==> src/logic/upc_pkg.sv <==
package upc_pkg;

  // Core clock rate and the fastest link clocks each bus width allows
  localparam int unsigned CORE_CLK_MHZ = 200;
  localparam int unsigned LINK_MAX_MHZ_8BIT = 52;
  localparam int unsigned LINK_MAX_MHZ_16BIT = 33;

  // Shortest legal link period in core cycles, rounded down
  localparam int unsigned MIN_PERIOD_CYC_8BIT = CORE_CLK_MHZ / LINK_MAX_MHZ_8BIT;
  localparam int unsigned MIN_PERIOD_CYC_16BIT = CORE_CLK_MHZ / LINK_MAX_MHZ_16BIT;

  // Widths of the link buses
  localparam int unsigned WORD_W = 16;
  localparam int unsigned BYTE_W = 8;
  localparam int unsigned ADDR_W = 5;

  // Index of the last word of a cell, counting the start word as index 0
  localparam logic [5:0] CELL_LAST_16BIT = 6'h1a;
  localparam logic [5:0] CELL_LAST_8BIT = 6'h34;
  localparam logic [5:0] CELL_IDX_FIRST = 6'h00;
  localparam logic [5:0] CELL_IDX_SECOND = 6'h01;

  // Link period measurement counter
  localparam int unsigned RATE_CNT_W = 4;
  localparam logic [RATE_CNT_W-1:0] RATE_CNT_MAX = 4'hf;

  // Transmit queue entry: start flag, parity error flag, cell word
  localparam int unsigned TXQ_DEPTH = 8;
  localparam int unsigned TXQ_W = WORD_W + 2;
  localparam int unsigned TXQ_FIRST_BIT = WORD_W + 1;
  localparam int unsigned TXQ_PERR_BIT = WORD_W;

  // Upper byte value used in 8-bit mode
  localparam logic [BYTE_W-1:0] UPPER_BYTE_ZERO = 8'h00;

  typedef enum logic {UPC_TX_IDLE, UPC_TX_CELL} upc_tx_state_e;

  // All link inputs, captured together by the synchroniser
  typedef struct packed {
    logic tx_clk;
    logic tx_enb_n;
    logic tx_soc;
    logic tx_par;
    logic [ADDR_W-1:0] tx_addr;
    logic [WORD_W-1:0] tx_data;
    logic rx_clk;
    logic rx_enb_n;
    logic [ADDR_W-1:0] rx_addr;
  } upc_link_in_s;

  // Even parity of the active lanes; the caller inverts for odd
  function automatic logic upc_xor_lanes(input logic [WORD_W-1:0] d, input logic wide);
    logic r;
    r = wide ? ^d : ^d[BYTE_W-1:0];
    return r;
  endfunction

endpackage

==> src/logic/upc_fifo.sv <==
`timescale 1ns/10ps
module upc_fifo #(
  parameter int unsigned WIDTH = 18,
  parameter int unsigned DEPTH = 8
) (
  // Clock and reset
  input wire logic core_clk,
  input wire logic rst,
  // Filling side
  input wire logic in_valid,
  output logic in_ready,
  input wire logic [WIDTH-1:0] in_data,
  // Draining side
  output logic out_valid,
  input wire logic out_ready,
  output logic [WIDTH-1:0] out_data
);

  localparam int unsigned PTR_W = (DEPTH > 1) ? $clog2(DEPTH) : 1;
  localparam int unsigned CNT_W = $clog2(DEPTH + 1);
  localparam logic [CNT_W-1:0] CNT_FULL = CNT_W'(DEPTH);
  localparam logic [PTR_W-1:0] PTR_LAST = PTR_W'(DEPTH - 1);

  typedef struct packed {
    logic [DEPTH-1:0][WIDTH-1:0] mem;
    logic [PTR_W-1:0] wr_ptr;
    logic [PTR_W-1:0] rd_ptr;
    logic [CNT_W-1:0] count;
    logic out_valid;
    logic [WIDTH-1:0] out_data;
  } upc_fifo_s;

  upc_fifo_s fifo_reg;
  upc_fifo_s fifo_next;
  logic push;
  logic pop;

  // Output stage is a register; the array counts only entries behind it
  assign in_ready = (fifo_reg.count != CNT_FULL);
  assign push = in_valid && in_ready;
  assign pop = (fifo_reg.count != '0) && (!fifo_reg.out_valid || out_ready);
  assign out_valid = fifo_reg.out_valid;
  assign out_data = fifo_reg.out_data;

  // Pointer, count and output stage update
  always_comb
  begin
    fifo_next = fifo_reg;
    if (push)
    begin
      fifo_next.mem[fifo_reg.wr_ptr] = in_data;
      fifo_next.wr_ptr = (fifo_reg.wr_ptr == PTR_LAST) ? '0 : fifo_reg.wr_ptr + 1'b1;
    end
    if (pop)
    begin
      fifo_next.out_data = fifo_reg.mem[fifo_reg.rd_ptr];
      fifo_next.out_valid = 1'b1;
      fifo_next.rd_ptr = (fifo_reg.rd_ptr == PTR_LAST) ? '0 : fifo_reg.rd_ptr + 1'b1;
    end
    else if (out_ready)
    begin
      fifo_next.out_valid = 1'b0;
    end
    if (push && !pop)
    begin
      fifo_next.count = fifo_reg.count + 1'b1;
    end
    else if (pop && !push)
    begin
      fifo_next.count = fifo_reg.count - 1'b1;
    end
  end

  // State register
  always_ff @(posedge core_clk or posedge rst)
  begin
    if (rst)
    begin
      fifo_reg <= '0;
    end
    else
    begin
      fifo_reg <= fifo_next;
    end
  end

endmodule

==> src/logic/upc_phy_port.sv <==
// Contract
// - Drop data between cells until start word
// - Check transmit parity at transmit clock edge
// - After full cell, wait for start and enable
// - Capture transmit data on transmit clock rise
// - Link clock within 52 or 33 MHz
// - Drive cell space flag, tri-stateable, active high
// - Output receive words 16 or 8 bits
// - Drive receive bus only when enabled, selected
// - Generate receive parity, odd or even
// - Mark first receive word with start flag
// - Change receive outputs after receive clock rise
// - Words sampled at end of next cycle
// - Enable drivers only after enabled cycle
// - Drive cell ready flag, tri-stateable, active high
`timescale 1ns/10ps
module upc_phy_port (
  // Clock and reset
  input wire logic core_clk,
  input wire logic rst,
  // Configuration
  input wire logic bus_16bit,
  input wire logic parity_odd,
  input wire logic multi_phy,
  input wire logic [upc_pkg::ADDR_W-1:0] phy_addr,
  // Transmit link from the ATM layer
  input wire logic atm_to_phy_clock,
  input wire logic [upc_pkg::WORD_W-1:0] atm_to_phy_cell_word,
  input wire logic atm_to_phy_parity,
  input wire logic atm_to_phy_cell_start,
  input wire logic atm_to_phy_enable_n,
  input wire logic [upc_pkg::ADDR_W-1:0] atm_to_phy_port_select,
  output logic atm_to_phy_cell_space,
  output logic atm_to_phy_cell_space_oe_n,
  // Receive link toward the ATM layer
  input wire logic phy_to_atm_clock,
  input wire logic phy_to_atm_enable_n,
  input wire logic [upc_pkg::ADDR_W-1:0] phy_to_atm_port_select,
  output logic [upc_pkg::WORD_W-1:0] phy_to_atm_cell_word,
  output logic phy_to_atm_parity,
  output logic phy_to_atm_cell_start,
  output logic phy_to_atm_bus_oe_n,
  output logic phy_to_atm_cell_ready,
  output logic phy_to_atm_cell_ready_oe_n,
  // Received cells toward the core
  output logic tx_cell_valid,
  input wire logic tx_cell_ready,
  output logic [upc_pkg::WORD_W-1:0] tx_cell_data,
  output logic tx_cell_first,
  output logic tx_cell_parity_error,
  // Cells from the core to send out
  input wire logic rx_cell_valid,
  output logic rx_cell_ready,
  input wire logic [upc_pkg::WORD_W-1:0] rx_cell_data,
  // Status pulses
  output logic tx_overflow,
  output logic tx_rate_error,
  output logic rx_rate_error
);

  import upc_pkg::*;

  typedef struct packed {
    upc_link_in_s s1;
    upc_link_in_s s2;
    upc_link_in_s s3;
    upc_tx_state_e tx_state;
    logic [5:0] tx_idx;
    logic tx_sel;
    logic q_valid;
    logic [TXQ_W-1:0] q_data;
    logic overflow;
    logic space;
    logic space_oe_n;
    logic [RATE_CNT_W-1:0] tx_rate_cnt;
    logic tx_rate_err;
    logic rx_sel;
    logic [5:0] rx_idx;
    logic stage_valid;
    logic [WORD_W-1:0] stage_data;
    logic in_ready;
    logic [WORD_W-1:0] rx_word;
    logic rx_par;
    logic rx_soc;
    logic rx_oe_n;
    logic rdy;
    logic rdy_oe_n;
    logic [RATE_CNT_W-1:0] rx_rate_cnt;
    logic rx_rate_err;
  } upc_state_s;

  upc_state_s state_reg;
  upc_state_s state_next;
  upc_link_in_s pins;
  logic q_ready;
  logic tx_edge;
  logic rx_edge;
  logic tx_take;
  logic rx_drive;
  logic tx_match;
  logic rx_match;
  logic [5:0] cell_last;
  logic [RATE_CNT_W-1:0] min_period;
  logic [WORD_W-1:0] tx_word;
  logic tx_perr;
  logic [WORD_W-1:0] rx_lanes;

  // All link pins travel through one synchroniser together
  assign pins.tx_clk = atm_to_phy_clock;
  assign pins.tx_enb_n = atm_to_phy_enable_n;
  assign pins.tx_soc = atm_to_phy_cell_start;
  assign pins.tx_par = atm_to_phy_parity;
  assign pins.tx_addr = atm_to_phy_port_select;
  assign pins.tx_data = atm_to_phy_cell_word;
  assign pins.rx_clk = phy_to_atm_clock;
  assign pins.rx_enb_n = phy_to_atm_enable_n;
  assign pins.rx_addr = phy_to_atm_port_select;

  // Edges seen on the second stage, data taken from the third; the third stage
  // is one core cycle older, so it still holds what stood before the link edge
  assign tx_edge = state_reg.s2.tx_clk && !state_reg.s3.tx_clk;
  assign rx_edge = state_reg.s2.rx_clk && !state_reg.s3.rx_clk;

  // Width dependent figures
  assign cell_last = bus_16bit ? CELL_LAST_16BIT : CELL_LAST_8BIT;
  assign min_period = bus_16bit ? RATE_CNT_W'(MIN_PERIOD_CYC_16BIT) : RATE_CNT_W'(MIN_PERIOD_CYC_8BIT);

  // Address decode; a single-PHY port answers every address
  assign tx_match = !multi_phy || (state_reg.s3.tx_addr == phy_addr);
  assign rx_match = !multi_phy || (state_reg.s3.rx_addr == phy_addr);

  // A transmit word counts only when enabled on a selected port
  assign tx_take = !state_reg.s3.tx_enb_n && state_reg.tx_sel;
  assign rx_drive = !state_reg.s3.rx_enb_n && state_reg.rx_sel;

  // In 8-bit mode the upper lanes are not looked at
  assign tx_word = bus_16bit ? state_reg.s3.tx_data : {UPPER_BYTE_ZERO, state_reg.s3.tx_data[BYTE_W-1:0]};
  assign tx_perr = upc_xor_lanes(tx_word, bus_16bit) ^ state_reg.s3.tx_par ^ parity_odd;
  assign rx_lanes = bus_16bit ? state_reg.stage_data : {UPPER_BYTE_ZERO, state_reg.stage_data[BYTE_W-1:0]};

  // Transmit queue; it cannot hold a whole cell, so the core must drain it
  upc_fifo #(
    .WIDTH(TXQ_W),
    .DEPTH(TXQ_DEPTH)
  ) u_txq (
    .core_clk(core_clk),
    .rst(rst),
    .in_valid(state_reg.q_valid),
    .in_ready(q_ready),
    .in_data(state_reg.q_data),
    .out_valid(tx_cell_valid),
    .out_ready(tx_cell_ready),
    .out_data({tx_cell_first, tx_cell_parity_error, tx_cell_data})
  );

  // Next state of the whole port
  always_comb
  begin
    state_next = state_reg;
    state_next.s1 = pins;
    state_next.s2 = state_reg.s1;
    state_next.s3 = state_reg.s2;
    state_next.q_valid = 1'b0;
    state_next.overflow = 1'b0;
    state_next.tx_rate_err = 1'b0;
    state_next.rx_rate_err = 1'b0;

    // A queued word the FIFO could not take is lost and reported
    if (state_reg.q_valid && !q_ready)
    begin
      state_next.overflow = 1'b1;
    end

    // Link period counters saturate so an idle clock never looks fast
    if (state_reg.tx_rate_cnt != RATE_CNT_MAX)
    begin
      state_next.tx_rate_cnt = state_reg.tx_rate_cnt + 1'b1;
    end
    if (state_reg.rx_rate_cnt != RATE_CNT_MAX)
    begin
      state_next.rx_rate_cnt = state_reg.rx_rate_cnt + 1'b1;
    end

    // Transmit direction, one step per link clock rise
    if (tx_edge)
    begin
      state_next.tx_rate_cnt = '0;
      if (state_reg.tx_rate_cnt < min_period)
      begin
        state_next.tx_rate_err = 1'b1;
      end
      // Selection is latched only while the enable is idle
      if (state_reg.s3.tx_enb_n)
      begin
        state_next.tx_sel = tx_match;
      end
      state_next.space = q_ready;
      state_next.space_oe_n = !tx_match;
      unique case (state_reg.tx_state)
        UPC_TX_IDLE:
        begin
          // Anything but an enabled start word is dropped here
          if (tx_take && state_reg.s3.tx_soc)
          begin
            state_next.q_valid = 1'b1;
            state_next.q_data = {1'b1, tx_perr, tx_word};
            state_next.tx_idx = CELL_IDX_SECOND;
            state_next.tx_state = UPC_TX_CELL;
          end
        end
        UPC_TX_CELL:
        begin
          if (tx_take)
          begin
            state_next.q_valid = 1'b1;
            state_next.q_data = {state_reg.s3.tx_soc, tx_perr, tx_word};
            // A start word inside a cell begins the cell again
            if (state_reg.s3.tx_soc)
            begin
              state_next.tx_idx = CELL_IDX_SECOND;
            end
            else if (state_reg.tx_idx == cell_last)
            begin
              state_next.tx_idx = CELL_IDX_FIRST;
              state_next.tx_state = UPC_TX_IDLE;
            end
            else
            begin
              state_next.tx_idx = state_reg.tx_idx + 1'b1;
            end
          end
        end
      endcase
    end

    // One-word staging register between the core and the receive link
    if (rx_cell_valid && state_reg.in_ready)
    begin
      state_next.stage_valid = 1'b1;
      state_next.stage_data = rx_cell_data;
    end

    // Receive direction; outputs move only just after a link clock rise
    if (rx_edge)
    begin
      state_next.rx_rate_cnt = '0;
      if (state_reg.rx_rate_cnt < min_period)
      begin
        state_next.rx_rate_err = 1'b1;
      end
      // Level 2 (multi-PHY) relies on the enable going idle between transfers
      if (state_reg.s3.rx_enb_n)
      begin
        state_next.rx_sel = rx_match;
      end
      state_next.rdy = state_reg.stage_valid;
      state_next.rdy_oe_n = !rx_match;
      // Drivers open in the cycle after an enabled, selected edge
      state_next.rx_oe_n = !rx_drive;
      if (rx_drive && state_reg.stage_valid)
      begin
        // Word stands until the next rise, where the ATM layer samples it
        state_next.rx_word = rx_lanes;
        state_next.rx_par = upc_xor_lanes(rx_lanes, bus_16bit) ^ parity_odd;
        state_next.rx_soc = (state_reg.rx_idx == CELL_IDX_FIRST);
        state_next.stage_valid = 1'b0;
        state_next.rx_idx = (state_reg.rx_idx == cell_last) ? CELL_IDX_FIRST : state_reg.rx_idx + 1'b1;
      end
      else if (rx_drive)
      begin
        // Core fell behind: the last word repeats without a start mark
        state_next.rx_soc = 1'b0;
      end
    end

    // Ready is registered from the next staging value, so it changes with the staging register in the same cycle
    state_next.in_ready = !state_next.stage_valid;
  end

  // State register; drivers come out of reset released
  always_ff @(posedge core_clk or posedge rst)
  begin
    if (rst)
    begin
      state_reg <= '0;
      state_reg.tx_state <= UPC_TX_IDLE;
      state_reg.tx_rate_cnt <= RATE_CNT_MAX;
      state_reg.rx_rate_cnt <= RATE_CNT_MAX;
      state_reg.space_oe_n <= 1'b1;
      state_reg.rx_oe_n <= 1'b1;
      state_reg.rdy_oe_n <= 1'b1;
    end
    else
    begin
      state_reg <= state_next;
    end
  end

  // Outputs straight from the state register
  assign atm_to_phy_cell_space = state_reg.space;
  assign atm_to_phy_cell_space_oe_n = state_reg.space_oe_n;
  assign phy_to_atm_cell_word = state_reg.rx_word;
  assign phy_to_atm_parity = state_reg.rx_par;
  assign phy_to_atm_cell_start = state_reg.rx_soc;
  assign phy_to_atm_bus_oe_n = state_reg.rx_oe_n;
  assign phy_to_atm_cell_ready = state_reg.rdy;
  assign phy_to_atm_cell_ready_oe_n = state_reg.rdy_oe_n;
  assign rx_cell_ready = state_reg.in_ready;
  assign tx_overflow = state_reg.overflow;
  assign tx_rate_error = state_reg.tx_rate_err;
  assign rx_rate_error = state_reg.rx_rate_err;

endmodule

==> config.mk <==
export PLATFORM = sky130hd
export DESIGN_NAME = upc_phy_port
export DESIGN_NICKNAME = d
export VERILOG_FILES = /design/src/logic/upc_pkg.sv /design/src/logic/upc_fifo.sv /design/src/logic/upc_phy_port.sv
export SDC_FILE = /design/constraint.sdc
export NUM_CORES = 1
export LEC_CHECK = 0
export BUFFER_PORTS_ARGS = -buffer_cell sky130_fd_sc_hd__buf_4
export CAP_MARGIN = 20
export CORE_AREA = 2 2 232 257
export CTS_BUF_LIST = sky130_fd_sc_hd__clkbuf_4
export DETAILED_ROUTE_END_ITERATION = 12
export DIE_AREA = 0 0 234 259
export GPL_TIMING_DRIVEN = 0
export PLACE_DENSITY = 0.45
export SLEW_MARGIN = 10
export SYNTH_ARGS = -nofsm -noshare
export SYNTH_HDL_FRONTEND = slang
export SYNTH_SLANG_ARGS = --single-unit
==> constraint.sdc <==
create_clock -name core_clk -period 20.8 [get_ports core_clk]
set_clock_uncertainty 0.05 [all_clocks]
set_input_delay 1.04 -clock core_clk [delete_from_list [all_inputs] [get_ports core_clk]]
set_output_delay 1.04 -clock core_clk [all_outputs]
set_load 0.005 [all_outputs]
**After elaboration in Yosys (flattened, before gate mapping)**

Index checks and enable logic that the tools add are counted.

- Register bits after elaboration: 355
- Bits of input ports: 60
- Output and inout port bits: 46

- Add/sub/neg operators: 8
- $lt $le $gt $ge: 5
- Equality and inequality tests: 11
- Muxes and demuxes: 41
- Bitwise gates (word level): 4
- Reduce and logical (&&, ||, !) cells: 45

Operators with widths:

| cell | count |
|---|---|
| bitwise mux 144 bit | 1 |
| two-way mux 19 bit | 3 |
| binary-select mux 18 bit (select 3 bit) | 1 |
| demux 18 bit (select 3 bit) | 1 |
| case mux 19 bit (2 select lines) | 1 |
| two-way mux 18 bit | 2 |
| two-way mux 16 bit | 2 |
| XOR reduction 16 bit | 2 |
| two-way mux 6 bit | 4 |
| two-way mux 17 bit | 1 |
| two-way mux 4 bit | 4 |
| XOR reduction 8 bit | 2 |
| two-way mux 7 bit | 2 |
| case mux 7 bit (2 select lines) | 1 |
| logical AND 1 bit | 13 |
| zero test 1 bit | 13 |
| two-way mux 1 bit | 13 |
| adder 4 x 1 -> 4 bit, second input constant | 3 |
| adder 6 x 1 -> 6 bit, second input constant | 2 |
| equality test 6 bit | 2 |
| inequality test 4 bit, second input constant | 3 |
| equality test 5 bit | 2 |
| two-way mux 5 bit | 2 |
| nonzero test 2 bit | 5 |
| 16 further kinds | 29 |

**Logic depth before layout (Yosys ltp)**

- Depth in word-level cells: 8
- Gate-level depth with buffers: 13
- Depth with buffers taken out: 11

**Modules after synthesis**

A second synthesis with hierarchy kept.

- Cell total of the unflattened synthesis: 1101
- Area, all modules: 14647.8 µm²

Modules (own cells, without submodules):

| module | times used | cells each | area each (µm²) |
|---|---|---|---|
| upc_fifo | 1 | 588 | 8029.0 |
| upc_phy_port | 1 | 513 | 6618.8 |

**Least setup slack after synthesis**

OpenSTA, ideal clock, no wires.

- Kind: input port to flip-flop
- Start: input tx_cell_ready
- End: register u_txq.fifo_reg[22] (netlist bit)
- Library setup time: 125 ps
- Arrival time: 3146 ps
- Required time: 20625 ps
- Slack: 17478 ps
- Cell stages on the path: 13
- Buffers on the path: 2
- Cell sequence: inv_1 > a21oi_1 > clkbuf_1 > clkbuf_1 > inv_1 > ha_1 > inv_1 > ha_1 > a21o_1 > a21oi_1 > xnor2_1 > nor2_1 > xor2_1

- Cells in the longest elaborated chain, start to end: 5

Ends and longest elaborated chain:

| what | line | source |
|---|---|---|
| from (decl) | upc_phy_port.sv:47 | `input wire logic tx_cell_ready,` |
| logical OR 1 bit * | upc_fifo.sv:41 | `assign pop = (fifo_reg.count != '0) && (!fifo_reg.out_valid \|\| out_ready);` |
| logical AND 1 bit * | upc_fifo.sv:41 |  |
| zero test 1 bit | upc_fifo.sv:64 | `if (push && !pop)` |
| logical AND 1 bit | upc_fifo.sv:64 |  |
| two-way mux 4 bit or nonzero test 2 bit (tied branches) | n/a |  |
| to (signal assigned) | upc_fifo.sv:83 | `fifo_reg <= fifo_next;` |
| to (decl) | upc_fifo.sv:33 | `upc_fifo_s fifo_reg;` |

Mark *: on every way between the ends. The rest lies on a longest branch, timed or not.
A chain may end at the register's enable or synchronous reset.

**Final worst setup path**

- Start: register u_txq.fifo_reg[19] (netlist bit)
- End: register u_txq.fifo_reg[22] (netlist bit)

- Cells in the longest elaborated chain, start to end: 5

Ends and longest elaborated chain:

| what |
|---|
| parallel branches: the longest is 5 deep, another holds subtractor 4 x 1 -> 4 bit |

Several ways; the timed one is not identified. The select of a mux whose other input is x is not followed.

==> impl_metrics.tcl <==
set metrics [dict create \
    outcome "finished clean" \
    die-height_um 259 \
    hold_ws_ns 0.2434 \
    routed_wirelength_um 32060 \
    clock_sinks 355 \
    area_delta_synth_final_pct 21.99 \
    rsz0062_at_grt "no" \
    mostFrequentLayoutCell "dfrtp_1" \
    viasPerCell 4.141 \
    hp-class "in -> async" \
    slew_violations 0 \
    max_freq_mhz 304.5 \
    die_area_um2 60610 \
    cts_buffers 99 \
    fin_setup_tns_ns 0 \
    drt_iter0_markers 376 \
    grt_pass1_wl_um 51020 \
    synth_seq_cells 355 \
    firstDrtPassIters 4 \
    gp_congestion 0.7328 \
    crit_family "buffers and inverters" \
    syn-instance-count 1007 \
    grt_pass1_vias 9210 \
    arrival_ns 3.92 \
    leakage_uw 0.008372 \
    crit_fanout 10 \
    overflow 0 \
    maxSlewHeadroom_pct 34.55 \
    ctsResizeCount 0 \
    layout-drive-gt1-share_pct 42.12 \
    syn-cell-area_um2 14400 \
    wl_met1_um 13710 \
    fin_crit_ns 3.284 \
    setup_viol 0 \
    nNetsFinal 1291 \
    routed.top_layer "met4" \
    die_w_um 234 \
    final-hold-violation-count 0 \
    cp_slowest_cell "dfrtp_1" \
    final_antenna_net_count 0 \
    drv_cap 0 \
    async_flop_share_pct 100.0 \
    htreeDepth 3 \
    crit_chain "nor4_1 > a21oi_1 > clkbuf_1 > clkbuf_1 > inv_1 > ha_1 > inv_1 > ha_1 > a21o_1 > a21oi_1 > xnor2_1 > nor2_1 > xor2_1" \
    ys_types 55 \
    dr_wl_met3_um 1676 \
    ys_seq_area_share_pct 61.77 \
    worstPathRequired_ns 21.43 \
    critical_path_class "reg -> reg" \
    dp_hpwl_um 20870 \
    max_stage_delay_ns 0.47 \
    cts-hold-fix-buffers 0 \
    vias 8514 \
    fp-row-count 93 \
    cts_buffer_depth 3 \
    cts_tree "done" \
    clk_pin_slew_ns 0.07 \
    power_density_nw_per_um2 126.3 \
    worstSetupStartpointType "flip-flop" \
    synth_nets 1082 \
    core_region_area_um2 58060 \
    antenna_found_initial 1 \
    fin_ws_ns 17.52 \
    layout_common_cells "344 x dfrtp_1, 166 x mux2_2, 154 x clkbuf_4, 143 x buf_4, 109 x nand2_1" \
    tightest_slew_ns 0.9775 \
    avgSynthCellArea_um2 14.30 \
    largest_register_ffs 154 \
    dp_slack_ns 16.84 \
    ios 106 \
    met2_length_um 15940 \
    grt_max_degree 115 \
    drt-wirelength-per-cell_um 15.59 \
    start_util_pct 24.81 \
    clkLatencyLatePin_ns 0.81 \
    final_core_util_pct 30.26 \
    remaining_drc_errors 0 \
    period_share_pct 15.79 \
    portBuffers 105 \
    ys_warn_count 0 \
    track_usage_pct 10.98 \
    post_cts_buffers 0 \
    cp-end-kind "flip-flop" \
    synth_ff_type "dfrtp_1" \
    synth_edf_count 0 \
    place_inst 1875 \
    crit_buf_inv 4 \
    instances_no_fill 2056 \
    cts_root_buf "clkbuf_4" \
    ir_drop_uv 53.75 \
]
[cells in the mapped netlist (2+ instances only)]
| cell type | number | area [um2] |
|---|---|---|
| o211a_1 | 2 | 20.02 |
| dfrtp_1 | 344 | 8608 |
| mux4_2 | 36 | 810.8 |
| xnor2_1 | 37 | 324.1 |
| a22o_1 | 2 | 17.52 |
| a211oi_1 | 4 | 30.03 |
| buf_1 | 2 | 7.510 |
| o21a_1 | 2 | 15.01 |
| ha_1 | 14 | 175.2 |
| nor4b_4 | 2 | 47.55 |
| nand2b_1 | 7 | 43.79 |
| nand3b_1 | 3 | 22.52 |
| a21o_1 | 2 | 15.01 |
| buf_6 | 3 | 33.78 |
| nand4b_4 | 2 | 47.55 |
| nand4b_1 | 2 | 17.52 |
| buf_4 | 38 | 285.3 |
| nor4_1 | 4 | 25.02 |
| o31ai_1 | 2 | 15.01 |
| clkbuf_1 | 20 | 75.07 |
| buf_2 | 8 | 40.04 |
| xnor3_1 | 2 | 45.04 |
| dfstp_2 | 11 | 289.0 |
| a21oi_1 | 25 | 125.1 |
| o21ai_0 | 15 | 75.07 |
| xor2_1 | 10 | 87.58 |
| nand4_1 | 3 | 18.77 |
| nand3_1 | 27 | 135.1 |
| mux2_2 | 166 | 1869 |
| o211ai_1 | 3 | 22.52 |
| nor3_1 | 5 | 25.02 |
| nand2_1 | 109 | 409.1 |
| a31oi_1 | 5 | 31.28 |
| and2_1 | 2 | 12.51 |
| nor2_1 | 34 | 127.6 |
| mux2i_1 | 21 | 210.2 |
| inv_1 | 14 | 52.55 |
| nor2b_1 | 2 | 12.51 |
[path summary, 6_finish.rpt]
check	from	endpoint	slack, ns	cells past startpoint
hold reg to reg	state_next[99]	state_reg[99]	0.27	0
min in group core_clk	state_next[99]	state_reg[99]	0.27	0
setup reg to reg	u_txq.fifo_reg[19]	u_txq.fifo_reg[22]	17.52	13
hold / removal	rst	state_next[93]	0.24	2
max in group asynchronous	rst	u_txq.out_data[15]	19.16	4
setup / recovery	u_txq.fifo_reg[19]	u_txq.fifo_reg[22]	17.52	13
[power breakdown]
part           total (uW)  switching [uW]  internal, uW  leakage, uW
Clock                 661             289           372     0.000800
Combinational         577             257           320      0.00309
Sequential            981             129           852      0.00449
Total                2220             675          1540      0.00837
[routing by layer]
metal  vias to the layer above  GRT usage, %
met1                      4289         13.42
met5                         -             0
met2                       193         17.98
li1                       3981             -
met4                         0         4.905
met3                        51         3.076
[logic make-up (layout without fill, tap and decap cells)]
logic type	count (synthesis)	count (layout)	share of synthesized area, %
AOI/OAI and AO/OA	64	64	2.623
xor gates and xnor gates	49	49	3.171
adders and majority gates	15	15	1.355
buffers and inverters	86	373	3.475
DFF	355	355	61.77
muxes	223	223	20.07
other	0	2	0
and+or+nand+nor	215	215	7.540
[cell type report]
type | count | area (um2)
repair buffers | 108 | 870.8
multi-input cells | 566 | 5006
well taps | 760 | 950.9
inverters | 15 | 66.31
clock buffers | 154 | 1156
flip-flops and latches | 355 | 8897
diodes | 2 | 5.005
plain buffers | 71 | 441.7
fillers | 5910 | 40490
clock inverters | 25 | 177.7
[through the flow]
stage               power (uW)  cell area [um2]
floorplan                 1374            14400
global placement          1575            16140
detailed placement        1588            16230
CTS                       2278            17570
global route              2385            17570
finish                    2219            17570
(Power assumes the default switching activity.)
